<file path="src/scc_pkg.sv">
// Function
// Each conversion yields a 10-bit code, zero at ground, full at reference.
// Eight single-ended inputs: four pins, temperature, reference, battery, ground.
// reference_select picks main supply or internal 1.1V reference.
// 3-bit channel_select picks the input; 111 selects the temperature sensor.
// Reference and channel reach the converter only while converter_enable is set.
// Result right-aligned by default, left-aligned when left_adjust_select is set.
// Reading low byte locks result; completions before high byte read are dropped.
// Reading high byte unlocks result updates.
// Done flag still sets when a finished result is dropped.
// Software clears converter_power_reduction before using the converter.
// Writing conversion_start begins one conversion; hardware clears it at end.
// A channel change during conversion takes effect after that conversion.
// auto_trigger_enable lets the selected trigger source start conversions.
// A trigger rising edge resets the prescaler and starts a conversion.
// A trigger still high at completion starts nothing; only fresh edges.
// Trigger rising edges during a conversion are ignored.
// Software clears a flag used as trigger before its next event.
// With done flag as trigger, conversions run continuously after first start.
// With auto trigger on, writing conversion_start still starts one conversion.
// conversion_start reads one during every conversion.
// Normal conversion lasts 13 converter clocks, first after enable 25.
// At completion write result, set done flag, clear conversion_start.
// Prescaler runs while converter_enable set, held reset while clear.
// Interrupt request when done flag, its enable and global enable set.
package scc_pkg;
  // Register byte offsets
  localparam logic [4:0] SCC_OFS_INSEL  = 5'h00; // input_select_register
  localparam logic [4:0] SCC_OFS_CTLA   = 5'h04; // converter_control_a
  localparam logic [4:0] SCC_OFS_CTLB   = 5'h08; // converter_control_b
  localparam logic [4:0] SCC_OFS_RESLO  = 5'h0c; // result_low_byte
  localparam logic [4:0] SCC_OFS_RESHI  = 5'h10; // result_high_byte
  localparam logic [4:0] SCC_OFS_PWR    = 5'h14; // power_reduction_register
  // input_select_register fields
  localparam int SCC_B_REFSEL = 6;
  localparam int SCC_B_MUXLO  = 0;
  // converter_control_a fields
  localparam int SCC_B_EN    = 7;
  localparam int SCC_B_START = 6;
  localparam int SCC_B_ATE   = 5;
  localparam int SCC_B_DONE  = 4;
  localparam int SCC_B_IE    = 3;
  localparam int SCC_B_PSLO  = 0;
  // converter_control_b fields
  localparam int SCC_B_LADJ  = 4;
  localparam int SCC_B_TSLO  = 0;
  // power_reduction_register field
  localparam int SCC_B_PRED  = 0;
  // Reset values
  localparam logic [7:0] SCC_RST_REG  = 8'h00;
  localparam logic [7:0] SCC_RST_PWR  = 8'h01;
  // Conversion timing in converter clocks
  localparam logic [4:0] SCC_CYC_NORMAL = 5'd13;
  localparam logic [4:0] SCC_CYC_FIRST  = 5'd25;
  // Trigger source codes
  localparam logic [2:0] SCC_TS_FREE = 3'h0;
  localparam logic [2:0] SCC_TS_TRIG = 3'h7;
  // Channel code of temperature sensor
  localparam logic [2:0] SCC_CH_TEMP = 3'h7;
  // Converter state
  typedef enum logic [1:0] {
    SCC_IDLE = 2'b00,
    SCC_WAIT = 2'b01,
    SCC_CONV = 2'b11
  } scc_state_e;
endpackage : scc_pkg

</file>
<file path="src/scc_top.sv">
`timescale 1ns/10ps
module scc_top
  import scc_pkg::*;
(
  // Clock and reset
  input  wire logic        CLK_SYS_I,
  input  wire logic        RST_N_I,
  // Wishbone slave
  input  wire logic        WB_CYC_I,
  input  wire logic        WB_STB_I,
  input  wire logic        WB_WE_I,
  input  wire logic [4:0]  WB_ADR_I,
  input  wire logic [3:0]  WB_SEL_I,
  input  wire logic [31:0] WB_DAT_I,
  output logic      [31:0] WB_DAT_O,
  output logic             WB_ACK_O,
  // Global interrupt enable from the cpu status register
  input  wire logic        GLOBAL_IE_I,
  // External trigger sources, one per trigger code 1..7; bit 0 unused, code zero follows completion
  input  wire logic [7:0]  TRIG_SRC_I,
  // Analog core
  input  wire logic [9:0]  CORE_RESULT_I,
  output logic             CORE_POWER_O,
  output logic             CORE_REFSEL_O,
  output logic      [2:0]  CORE_CHANNEL_O,
  output logic             CORE_SAMPLE_O,
  // Interrupt request
  output logic             IRQ_O
);

  typedef struct packed {
    logic [7:0]  insel;
    logic [7:0]  ctla;
    logic [7:0]  ctlb;
    logic [7:0]  pwr;
    logic [9:0]  result;
    logic        locked;
    logic        ack;
    logic [31:0] rdat;
    logic [7:0]  trig_s1;
    logic [7:0]  trig_s2;
    logic        trig_prev;
    logic        done_p;
    logic [6:0]  presc;
    logic [4:0]  cnt;
    logic        first;
    logic        refsel;
    logic [2:0]  chan;
    logic        sample;
    scc_state_e  state;
  } scc_s;

  scc_s st_ff;
  scc_s nxt_st;

  // Prescaler tick for division 2..128
  function automatic logic presc_tick(input logic [2:0] ps,
                                      input logic [6:0] cnt);
    logic [6:0] mask;
    mask = (ps == 3'h0) ? 7'h01 : 7'((8'h1 << ps) - 8'h1);
    presc_tick = ((cnt & mask) == mask);
  endfunction : presc_tick

  // Address match for one register
  function automatic logic adr_hit(input logic [4:0] adr,
                                   input logic [4:0] ofs);
    adr_hit = (adr == ofs);
  endfunction : adr_hit

  // Low result byte under the alignment choice
  function automatic logic [7:0] res_lo(input logic [9:0] r,
                                        input logic       ladj);
    res_lo = ladj ? {r[1:0], 6'h00} : r[7:0];
  endfunction : res_lo

  // High result byte under the alignment choice
  function automatic logic [7:0] res_hi(input logic [9:0] r,
                                        input logic       ladj);
    res_hi = ladj ? r[9:2] : {6'h00, r[9:8]};
  endfunction : res_hi

  // Control A write: start kept, done flag cleared by a one
  function automatic logic [7:0] ctla_wr(input logic [7:0] old,
                                         input logic [7:0] d);
    logic [7:0] v;
    v = (d & 8'hbf) | (old & 8'h40);
    v[SCC_B_DONE] = old[SCC_B_DONE] & ~d[SCC_B_DONE];
    ctla_wr = v;
  endfunction : ctla_wr

  // Trigger level; code zero follows the completion pulse
  function automatic logic trig_pick(input logic [2:0] ts,
                                     input logic       done_ev,
                                     input logic [7:0] pins);
    trig_pick = (ts == SCC_TS_FREE) ? done_ev : pins[ts];
  endfunction : trig_pick

  logic       bus_req;
  logic       wr_lane;
  logic       rd_lane;
  logic       hit_reslo;
  logic       hit_reshi;
  logic       ladj;
  logic       trig_lvl;
  logic       trig_edge;
  logic       tick;
  logic       en;
  logic       ate;
  logic [2:0] tsrc;

  assign bus_req   = WB_CYC_I & WB_STB_I & ~st_ff.ack;
  assign wr_lane   = bus_req & WB_WE_I & WB_SEL_I[0];
  // Result byte reads drive the lock
  assign rd_lane   = bus_req & ~WB_WE_I & WB_SEL_I[0];
  assign hit_reslo = adr_hit(WB_ADR_I, SCC_OFS_RESLO);
  assign hit_reshi = adr_hit(WB_ADR_I, SCC_OFS_RESHI);
  assign ladj      = st_ff.ctlb[SCC_B_LADJ];
  assign en        = st_ff.ctla[SCC_B_EN];
  assign ate       = st_ff.ctla[SCC_B_ATE];
  assign tsrc      = st_ff.ctlb[SCC_B_TSLO +: 3];
  // Free mode triggers on each completion, not on the flag level
  assign trig_lvl  = trig_pick(tsrc, st_ff.done_p, st_ff.trig_s2);
  assign trig_edge = trig_lvl & ~st_ff.trig_prev;
  assign tick      = presc_tick(st_ff.ctla[SCC_B_PSLO +: 3], st_ff.presc);

  // Next state
  always_comb begin
    logic       start_req;
    logic       done;
    logic [7:0] wd;
    start_req = 1'b0;
    done      = 1'b0;
    wd        = WB_DAT_I[7:0];
    nxt_st    = st_ff;
    nxt_st.ack    = bus_req;
    nxt_st.sample = 1'b0;
    nxt_st.done_p = 1'b0;
    // Pins from other sources pass two flops
    nxt_st.trig_s1   = TRIG_SRC_I;
    nxt_st.trig_s2   = st_ff.trig_s1;
    nxt_st.trig_prev = trig_lvl;

    // Register writes
    if (wr_lane) begin
      case (WB_ADR_I)
        5'(SCC_OFS_INSEL): begin
          nxt_st.insel = wd & 8'h47;
        end
        5'(SCC_OFS_CTLA): begin
          // Start bit only settable, flag cleared by writing one
          nxt_st.ctla = ctla_wr(st_ff.ctla, wd);
          if (wd[SCC_B_START] && wd[SCC_B_EN]) begin
            start_req = 1'b1;
          end
          if (!wd[SCC_B_EN]) begin
            nxt_st.first = 1'b1;
          end
        end
        5'(SCC_OFS_CTLB): begin
          nxt_st.ctlb = wd & 8'h17;
        end
        SCC_OFS_PWR: begin
          nxt_st.pwr = wd & 8'h01;
        end
        default: begin
        end
      endcase
    end

    // Result lock on low read, release on high read
    if (rd_lane) begin
      if (hit_reslo) begin
        nxt_st.locked = 1'b1;
      end else if (hit_reshi) begin
        nxt_st.locked = 1'b0;
      end
    end

    // Read data
    case (WB_ADR_I)
      5'(SCC_OFS_INSEL): nxt_st.rdat = {24'h0, st_ff.insel};
      // Start reads one while any conversion runs
      5'(SCC_OFS_CTLA):  nxt_st.rdat = {24'h0, st_ff.ctla};
      5'(SCC_OFS_CTLB):  nxt_st.rdat = {24'h0, st_ff.ctlb};
      5'(SCC_OFS_RESLO): nxt_st.rdat = {24'h0,
                           res_lo(st_ff.result, ladj)};
      SCC_OFS_RESHI:     nxt_st.rdat = {24'h0,
                           res_hi(st_ff.result, ladj)};
      SCC_OFS_PWR:       nxt_st.rdat = {24'h0, st_ff.pwr};
      default:           nxt_st.rdat = 32'h0;
    endcase

    // Prescaler, held in reset while disabled
    if (!en) begin
      nxt_st.presc = 7'h00;
    end else begin
      nxt_st.presc = 7'(st_ff.presc + 7'h01);
    end

    // Auto trigger edge, ignored while busy
    if (en && ate && trig_edge && st_ff.state == SCC_IDLE) begin
      nxt_st.presc = 7'h00;
      start_req    = 1'b1;
    end

    // Mux selection follows registers only while enabled and not in SCC_CONV (idle or waiting)
    if (en && st_ff.state != SCC_CONV) begin
      nxt_st.refsel = st_ff.insel[SCC_B_REFSEL];
      nxt_st.chan   = st_ff.insel[SCC_B_MUXLO +: 3];
    end

    // Converter sequence
    case (st_ff.state)
      SCC_IDLE: begin
        if (start_req) begin
          nxt_st.ctla[SCC_B_START] = 1'b1;
          nxt_st.state = SCC_WAIT;
        end
      end
      SCC_WAIT: begin
        // Begin at next converter clock
        if (tick) begin
          nxt_st.cnt   = st_ff.first ? SCC_CYC_FIRST : SCC_CYC_NORMAL;
          nxt_st.first = 1'b0;
          nxt_st.state = SCC_CONV;
        end
      end
      SCC_CONV: begin
        if (tick) begin
          nxt_st.cnt = 5'(st_ff.cnt - 5'h01);
          if (st_ff.cnt == 5'h02) begin
            nxt_st.sample = 1'b1;
          end
          if (st_ff.cnt == 5'h01) begin
            done = 1'b1;
          end
        end
      end
      default: begin
        nxt_st.state = SCC_IDLE;
      end
    endcase

    // Completion: flag sets even when result dropped; set beats clear
    if (done) begin
      nxt_st.ctla[SCC_B_DONE]  = 1'b1;
      nxt_st.done_p = 1'b1;
      nxt_st.ctla[SCC_B_START] = 1'b0;
      nxt_st.state = SCC_IDLE;
      if (!nxt_st.locked) begin
        nxt_st.result = CORE_RESULT_I;
      end
    end

    // Disable aborts any conversion
    if (!nxt_st.ctla[SCC_B_EN]) begin
      nxt_st.state = SCC_IDLE;
      nxt_st.ctla[SCC_B_START] = 1'b0;
      nxt_st.first = 1'b1;
      nxt_st.sample = 1'b0;
    end
  end

  // State register
  always_ff @(posedge CLK_SYS_I) begin
    if (!RST_N_I) begin
      st_ff        <= '0;
      st_ff.pwr    <= SCC_RST_PWR;
      st_ff.first  <= 1'b1;
      st_ff.state  <= SCC_IDLE;
    end else begin
      st_ff <= nxt_st;
    end
  end

  // Outputs
  assign WB_DAT_O       = st_ff.rdat;
  assign WB_ACK_O       = st_ff.ack;
  // Core powered only when enabled and not in power reduction
  assign CORE_POWER_O   = st_ff.ctla[SCC_B_EN] & ~st_ff.pwr[SCC_B_PRED];
  assign CORE_REFSEL_O  = st_ff.refsel;
  assign CORE_CHANNEL_O = st_ff.chan;
  assign CORE_SAMPLE_O  = st_ff.sample;
  assign IRQ_O = st_ff.ctla[SCC_B_DONE] & st_ff.ctla[SCC_B_IE]
               & GLOBAL_IE_I;

endmodule : scc_top

</file>
<file path="config.mk">
export PLATFORM = sky130hd
export DESIGN_NAME = scc_top
export DESIGN_NICKNAME = d
export VERILOG_FILES = /design/src/scc_pkg.sv /design/src/scc_top.sv
export SDC_FILE = /design/constraint.sdc
export NUM_CORES = 1
export LEC_CHECK = 0
export BUFFER_PORTS_ARGS = -buffer_cell sky130_fd_sc_hd__clkbuf_2
export CAP_MARGIN = 20
export CORE_ASPECT_RATIO = 1.4
export CORE_MARGIN = 1.5
export CORE_UTILIZATION = 46
export DETAILED_ROUTE_END_ITERATION = 6
export PLACE_DENSITY_LB_ADDON = 0.15
export SYNTH_ARGS = -nofsm -noshare
export SYNTH_HDL_FRONTEND = slang
export SYNTH_SLANG_ARGS = --single-unit
</file>
<file path="constraint.sdc">
create_clock -name CLK_SYS_I -period 1.7 [get_ports CLK_SYS_I]
set_input_delay 0.34 -clock CLK_SYS_I [delete_from_list [all_inputs] [get_ports CLK_SYS_I]]
set_output_delay 0.34 -clock CLK_SYS_I [all_outputs]
set_load 0.02 [all_outputs]
</file>
==> summary.md, run 1 <==
| Metric | Value |
|---|---|
| Status | finished, final reports clean |
| Mean area per synthesized cell | roughly 9 µm² |
| Num CTS Buffers | 9 |
| Yosys cell types | 50 |
| Post-layout util | 0.588 |
| Post-synthesis mux area share | 0.0802 |
| DP HPWL | roughly 6000 µm |
| Startpoint Class | flip-flop |
| Max Cap Violations | 0 |
| First-pass GRT wire length | 12600 µm |
| Min Tclk post-route | roughly 1.6 ns |
| Placed Cells | 538 |
| RSZ-0062 raised after global routing | true |
| Fraction of the mapped netlist area in adder cells | 0.0147 |
| Hold Vio Cnt, Final | 0 |
| Worst skew pair latency | 0.35 ns |
| Synth warnings | 0 |
| XOR/XNOR Fraction of Synth Area | 0.0129 |
| Clock skew after layout | between 0.009 and 0.01 ns |
| Area fraction in compound gates after synthesis | 0.135 |
| Fraction of registers with async set/reset | 0 |
| Final Setup Violations | 0 |
| Maximum VDD drop | around 0.00049 V |
| CP Class | reg2reg |
| Cell Rows | 36 |
| Comb power frac | 0.068 |
| Register area share after synthesis | 0.430 |
| Top_reg_cell synth | dfxtp_1 |
| Main combinational cell family by area after synthesis | simple AND/OR/NAND/NOR gates |
| Commonest non-fill, non-tap cell in the layout | dfxtp_1 |
| Design Power | 0.00325 W |
| Max Slew Vio Count | 0 |
| Synthesis-to-layout area growth | 22.3% |
| Internal Power | ~0.0024 W |
| Post-route ant nets | 0 |
| Ant diodes | 0 |
| Crit-path max FO | 4 |
| Post-synthesis simple-gate area fraction | 0.216 |
| Die area | around 7900 µm² |
| PortBufs | 52 |
| Layout Nets | around 530 |
| Clock Tree Buf Depth | 2 |
| Total track usage | 0.212 |
| Share of cells above drive strength 1 | 0.297 |
| FILL cells | around 680 |
| Post-DR wirelength/cell | roughly 14 µm |
| Initial core utilization | 0.481 |
| FF+latch count, synth | 73 |
| Io pins | ~110 |
| DR iter-0 viols | 128 |
| WHS | roughly 0.19 ns |
| HP Class | in2reg |
| Leak pwr | roughly 1.7 nW |
| Largest net degree at the start of global routing | 20 |
| Flop pwr share | 0.533 |
| TritonCTS clock tree | yes |
| Commonest non-fill, non-tap cells in the layout | 70 x dfxtp_1, 52 x clkbuf_2, 47 x buf_4 |
| Initial antenna violation count | 0 |
| Pwr/cell area | between 700 and 800 nW/µm² |
| Final period util | 0.965 |
| Cells after Synth | between 300 and 400 |
| CTS Root Cell | clkbuf_8 |
| Share of total power in the clock network | 0.399 |
| Post-synth EDFFs | 0 |
| Pre-antenna DRT Iters | 4 |
| DIE WIDTH | roughly 76 µm |
| Drt drc | 0 |
| Non-Filler Instances | between 500 and 600 |
| CP required | just under 2 ns |
| Gr ovfl total | 0 |
| Mapped Area | roughly 3400 µm² |
| Sw Share | 0.274 |
| Fmax | 0.610 GHz |
| CTS clk-pin slew, worst paths | ~0.090 ns |
| Net switching power | around 0.0009 W |
| Vias | approximately 2900 |
| Core region area | between 7000 and 8000 µm² |
| Clk sink count | 73 |
| Vias in the first global route | 2636 |
| Critical path endpoint category | flip-flop |
| Die height | 105 µm |
| Post-route setup TNS | 0 ns |
| Total wire length | around 8000 µm |
| H-tree depth | 3 |
| Routed vias/inst | around 5 |
| # hold bufs at CTS | 0 |
| Critical Path AT | 1.90 ns |
| Gpl congestion | 0.934 |
worst paths after layout:
path / start / endpoint / slack, ns / cells after the start
worst min register to register: nxt_st[24] / st_ff[24] / 0.44 / 1
worst max-delay path: WB_ACK_O / CORE_SAMPLE_O / 0.06 / 6
worst max register to register: WB_ACK_O / CORE_SAMPLE_O / 0.06 / 6
worst min-delay path: TRIG_SRC_I[7] / nxt_st[29] / 0.19 / 2
per-stage QoR:
step	instance area [µm²]	setup slack [ns]
floorplan	3490	0.0279
global placement	3870	-0.0652
detailed placement	3870	-0.105
CTS	4090	0.00453
global route	4160	-0.0291
finish	4160	0.0595
kinds of logic after synthesis:
family | count (synthesis)
AOI/OAI and AO/OA | 72
xor gates and xnor gates | 5
adders and majority gates | 4
buffers and inverters | 62
DFF | 73
muxes | 24
other | 1
and+or+nand+nor | 135
Yosys cell counts, drive strengths merged (3+ instances only):
library cell	number	area (µm²)
nor2	36	138
dfxtp	73	1460
a22oi	6	45.0
nand2	28	105
a211oi	4	30.0
and4	4	35.0
clkbuf	12	45.0
a21boi	4	30.0
a21oi	26	130
nand4	13	81.3
buf	41	295
inv	9	33.8
nor3	5	36.3
o21ai	16	80.1
mux2i	22	220
xnor2	3	26.3
ha	4	50.1
nand3	7	35.0
and2	18	115
and3	3	18.8
nor2b	5	38.8
nand4b	3	26.3
what timing repair did:
| item | 4_1_cts | 5_1_grt |
|---|---|---|
| resized for setup | 8 | 11 |
| setup buffers | 3 | 2 |
| setup endpoints to repair | 10 | 24 |
| pin swaps | 6 | 3 |
worst max-delay path, cell delays in order, from the launching register on:
cell	delay (ns)
dfxtp_1	0.34
and4b_1	0.27
nand4_1	0.21
mux2i_2	0.34
buf_4	0.17
nor2_1	0.05
and3_1	0.17
flip-flops by register name, summed over array words and instances, names as in the netlist:
name,flops
CORE_REFSEL_O,1
ate,1
ladj,1
WB_DAT_O,8
nxt_st,7
st_ff,49
en,1
CORE_SAMPLE_O,1
CORE_CHANNEL_O,3
WB_ACK_O,1
power groups by stage:
stage	Sequential [W]	Combinational [W]	Clock, W
CTS	0.00173	0.000218	0.00132
global placement	0.00177	0.000215	0
detailed placement	0.00177	0.000217	0
floorplan	0.00177	0.000161	0
finish	0.00173	0.000221	0.00130
global route	0.00173	0.000241	0.00140
routing by layer:
layer,vias up,track usage,share of wire
met1,1362,0.254,0.40
met3,15,0.0473,0.038
met4,0,0.0906,0.027
li1,1426,-,-
met2,67,0.355,0.53
met5,-,0,0
cell type report:
class,count,area (µm²),area share
Clock buffer,9,124,0.0298
Clock inverter,7,60.1,0.0144
Inverter,9,33.8,0.00812
Multi-Input combinational cell,264,1700,0.409
Sequential cell,73,1470,0.352
Tap cell,95,119,0.0286
Timing Repair Buffer,102,656,0.158
(Power assumes the default switching activity.)
==> inputs of run 2 (changes only) <==
--- a/config.mk
+++ b/config.mk
@@ -5,11 +5,12 @@
 export SDC_FILE = /design/constraint.sdc
 export NUM_CORES = 1
 export LEC_CHECK = 0
+export ABC_AREA = 1
 export BUFFER_PORTS_ARGS = -buffer_cell sky130_fd_sc_hd__clkbuf_2
 export CAP_MARGIN = 20
 export CORE_ASPECT_RATIO = 1.4
 export CORE_MARGIN = 1.5
-export CORE_UTILIZATION = 46
+export CORE_UTILIZATION = 47
 export DETAILED_ROUTE_END_ITERATION = 6
 export PLACE_DENSITY_LB_ADDON = 0.15
 export SYNTH_ARGS = -nofsm -noshare
==> run 2 against run 1 <==
Utilization shrank 4.7 points. Via count grew 0.91%. Final area shrank 4.8%. Fmax grew 9.1%. Power decreased by 0.63%. Synthesized area rose by 4.2%. Combinational power shrank 12%. Worst hold slack lost 0.013 ns. Flip-flop and latch count unchanged. Register-to-register slack improved by 0.14 ns. Final cell count increased by 13%. Critical path depth is 4 higher. Critical path type unchanged. Highest routed layer unchanged.
==> summary.md, run 2 <==
| Metric | Value |
|---|---|
| DIE WIDTH | 76.4 µm (+0.96%) |
| Post-synth EDFFs | 0 (unchanged) |
| FF+latch count, synth | 73 (unchanged) |
| Critical path endpoint category | flip-flop |
| Crit-path max FO | 11 (+7) |
| Die height | 106 µm (+0.97%) |
| CP Class | reg2reg |
| Maximum VDD drop | 0.000422 V (-14%) |
| Vias in the first global route | 2531 (-4.0%) |
| Yosys cell types | 38 (-24%) |
| Pwr/cell area | 815 nW/µm² (+4.3%) |
| Status | finished, final reports clean |
| Layout Nets | 601 (+14%) |
| Pre-antenna DRT Iters | 4 (unchanged) |
| Largest area contributor in the netlist | dfxtp_1 |
| Final Setup Violations | 0 (unchanged) |
| Mean area per synthesized cell | 7.37 µm² (-19%) |
| Max Slew Vio Count | 0 (unchanged) |
| Max reg flops | 49 (unchanged) |
| H-tree depth | 3 (unchanged) |
| Num CTS Buffers | 9 (unchanged) |
| Mapped Area | 3540 µm² (+4.2%) |
| Total track usage | 0.187 (-0.0256) |
| Max Cap Violations | 0 (unchanged) |
| Post_cts resized | 0 (-8) |
| Initial antenna violation count | 0 (unchanged) |
| Fmax | 0.665 GHz (+9.1%) |
| Design Power | 0.00323 W (-0.63%) |
| Die area | 8080 µm² (+1.9%) |
| Synthesis-to-layout area growth | 11.8% |
| FILL cells | 742 (+9.9%) |
| Post-synth top area share | 0.412 (-0.0175) |
| Worst R2R Path Depth | 10 (+4) |
| RSZ-0062 raised after global routing | false |
| Synth warnings | 0 (unchanged) |
| Largest net degree at the start of global routing | 22 (+10%) |
| Worst hold path endpoint | nxt_st[23] |
| HP Class | in2reg |
| Synth top cells by count | 85 x nand2_1, 73 x dfxtp_1, 72 x inv_1, 52 x nor2_1, 35 x buf_4 |
| R2R setup slack | 0.20 ns (+0.14 ns) |
| Vias | 2896 (+0.91%) |
| CTS Root Cell | clkbuf_8 |
| Io pins | 105 (unchanged) |
| Biggest register | st_ff |
| Min Tclk post-route | 1.50 ns (-0.137 ns) |
| Clk sink count | 73 (unchanged) |
| DP HPWL | 5510 µm (-8.0%) |
| Gr ovfl total | 0 (unchanged) |
| Worst skew pair latency | 0.35 ns (about the same) |
| Top_reg_cell synth | dfxtp_1 |
| Reg-to-reg startpoint | st_ff[17] |
| Critical Path AT | 1.75 ns (-0.15 ns) |
| Leak pwr | 1.78 nW (+3.3%) |
| Post-route ant nets | 0 (unchanged) |
| Core region area | 7310 µm² (+3.4%) |
| Cell Rows | 37 (+2.8%) |
| Placed cell areas | 3760 µm² (-3.0%) |
| Startpoint Class | flip-flop |
| Cell with the most instances after synthesis | nand2_1 |
| Post-DR wirelength/cell | 11.3 µm (-21%) |
| Clock Tree Buf Depth | 2 (unchanged) |
| Share of cells above drive strength 1 | 0.200 (-0.0974) |
| Total wire length | 7140 µm (-11%) |
| Ant diodes | 0 (unchanged) |
| Final Cell Area | 3960 µm² (-4.8%) |
| CP required | 1.94 ns (-0.02 ns) |
| DR iter-0 viols | 115 (-10%) |
| Post-route setup TNS | 0 ns (unchanged) |
| Clock skew after layout | 0.00792 ns (-0.00142 ns) |
| Cells after Synth | 481 (+28%) |
| Routed vias/inst | 4.58 (-11%) |
| R2r endpoint | st_ff[80] |
| TritonCTS clock tree | yes |
| CTS clk-pin slew, worst paths | 0.07 ns (-0.02 ns) |
| Commonest non-fill, non-tap cells in the layout | 85 x nand2_1, 73 x dfxtp_1, 72 x inv_1 |
| Ranking of synthesized cells by area | dfxtp_1 41%, nand2_1 9.0%, inv_1 7.6% |
| First-pass GRT wire length | 11700 µm (-7.6%) |
| Fin worst setup slack | 0.196 ns (+0.137 ns) |
| Final period util | 0.884 (-0.0806) |
| Place WS | 0.106 ns (+0.210 ns) |
| Hold Path Origin | TRIG_SRC_I[1] |
| Gpl congestion | 0.879 (-5.8%) |
| PortBufs | 52 (unchanged) |
| Register area share after synthesis | 0.412 (-0.0175) |
| Drt drc | 0 (unchanged) |
| Hold Vio Cnt, Final | 0 (unchanged) |
| Commonest non-fill, non-tap cell in the layout | nand2_1 |
| Hold Path Cell Cnt | 3 (+1) |
| Fraction of registers with async set/reset | 0 (unchanged) |
| Initial core utilization | 0.484 (+0.00372) |
## run 2: worst max path at each step
stage,start,endpoint,slack (ns),cells after the start
2_1_floorplan,st_ff[9],st_ff[73],0.36,10
3_3_place_gp,WB_ADR_I[1],st_ff[80],0.14,10
3_5_place_dp,WB_ADR_I[1],st_ff[80],0.11,10
4_1_cts,st_ff[17],st_ff[80],0.12,9
5_1_grt,st_ff[9],st_ff[80],0.03,9
6_report,st_ff[17],st_ff[80],0.20,10
## run 2: routing by layer
layer  wire length (µm)  part of all wire  up-vias  track usage
met3                320             0.045       11       0.0390
li1                   -                 -     1550            -
met4                160             0.022        0       0.0952
met2               3310              0.46       78        0.300
met5                  0                 0        -            0
met1               3340              0.47     1257        0.236
## run 2: power breakdown
| group | switching, W | internal (W) | leakage (nW) |
|---|---|---|---|
| combinational | 0.000135 | 0.0000589 | 1.10 |
| clock | 0.000603 | 0.000700 | 0.0913 |
| sequential | 0.00000503 | 0.00173 | 0.591 |
## run 2: final cells by class
cell class	count	area, µm²	area share
Clock inverter	3	42.5	0.0107
Clock buffer	11	141	0.0357
Timing Repair Buffer	61	340	0.0859
Sequential cell	73	1460	0.369
Inverter	78	294	0.0742
Multi-Input combinational cell	309	1560	0.394
Tap cell	97	121	0.0306
## run 2: logic make-up (layout without fill, tap and decap cells)
group | after synthesis | in the layout | share of synthesized area
AO/OA/AOI/OAI | 74 | 74 | 0.114
XOR/XNOR | 6 | 6 | 0.0148
adder cells (fa/ha/maj) | 4 | 4 | 0.0141
buffers and inverters | 122 | 153 | 0.172
flip-flops | 73 | 73 | 0.412
other | 1 | 24 | 0.00106
AND/OR/NAND/NOR | 201 | 201 | 0.272
## run 2: what timing repair did
| item | in CTS | in global routing |
|---|---|---|
| hold buffers | 0 | 0 |
| setup buffers | 0 | 1 |
| setup endpoints to repair | 0 | 9 |
## run 2: worst max-delay path, cell delays in order, from the launching register on
cell and delay [ns]:
dfxtp_1 0.38, nand2_1 0.10, nand2_1 0.07, nand3_1 0.07, nand2_1 0.20, nand3_4 0.14, nor2_4 0.14, buf_12 0.13
nand3_1 0.07, nand2_1 0.06, nor2_1 0.04
## run 2: metrics by stage
step / hold slack [ns] / instances / utilization
detailed placement: 0.398 / 617 / 0.514
global placement: 0.394 / 617 / 0.514
finish: 0.173 / 632 / 0.542
floorplan: 0.390 / 504 / -
global route: 0.162 / 632 / 0.542
CTS: 0.157 / 631 / 0.539
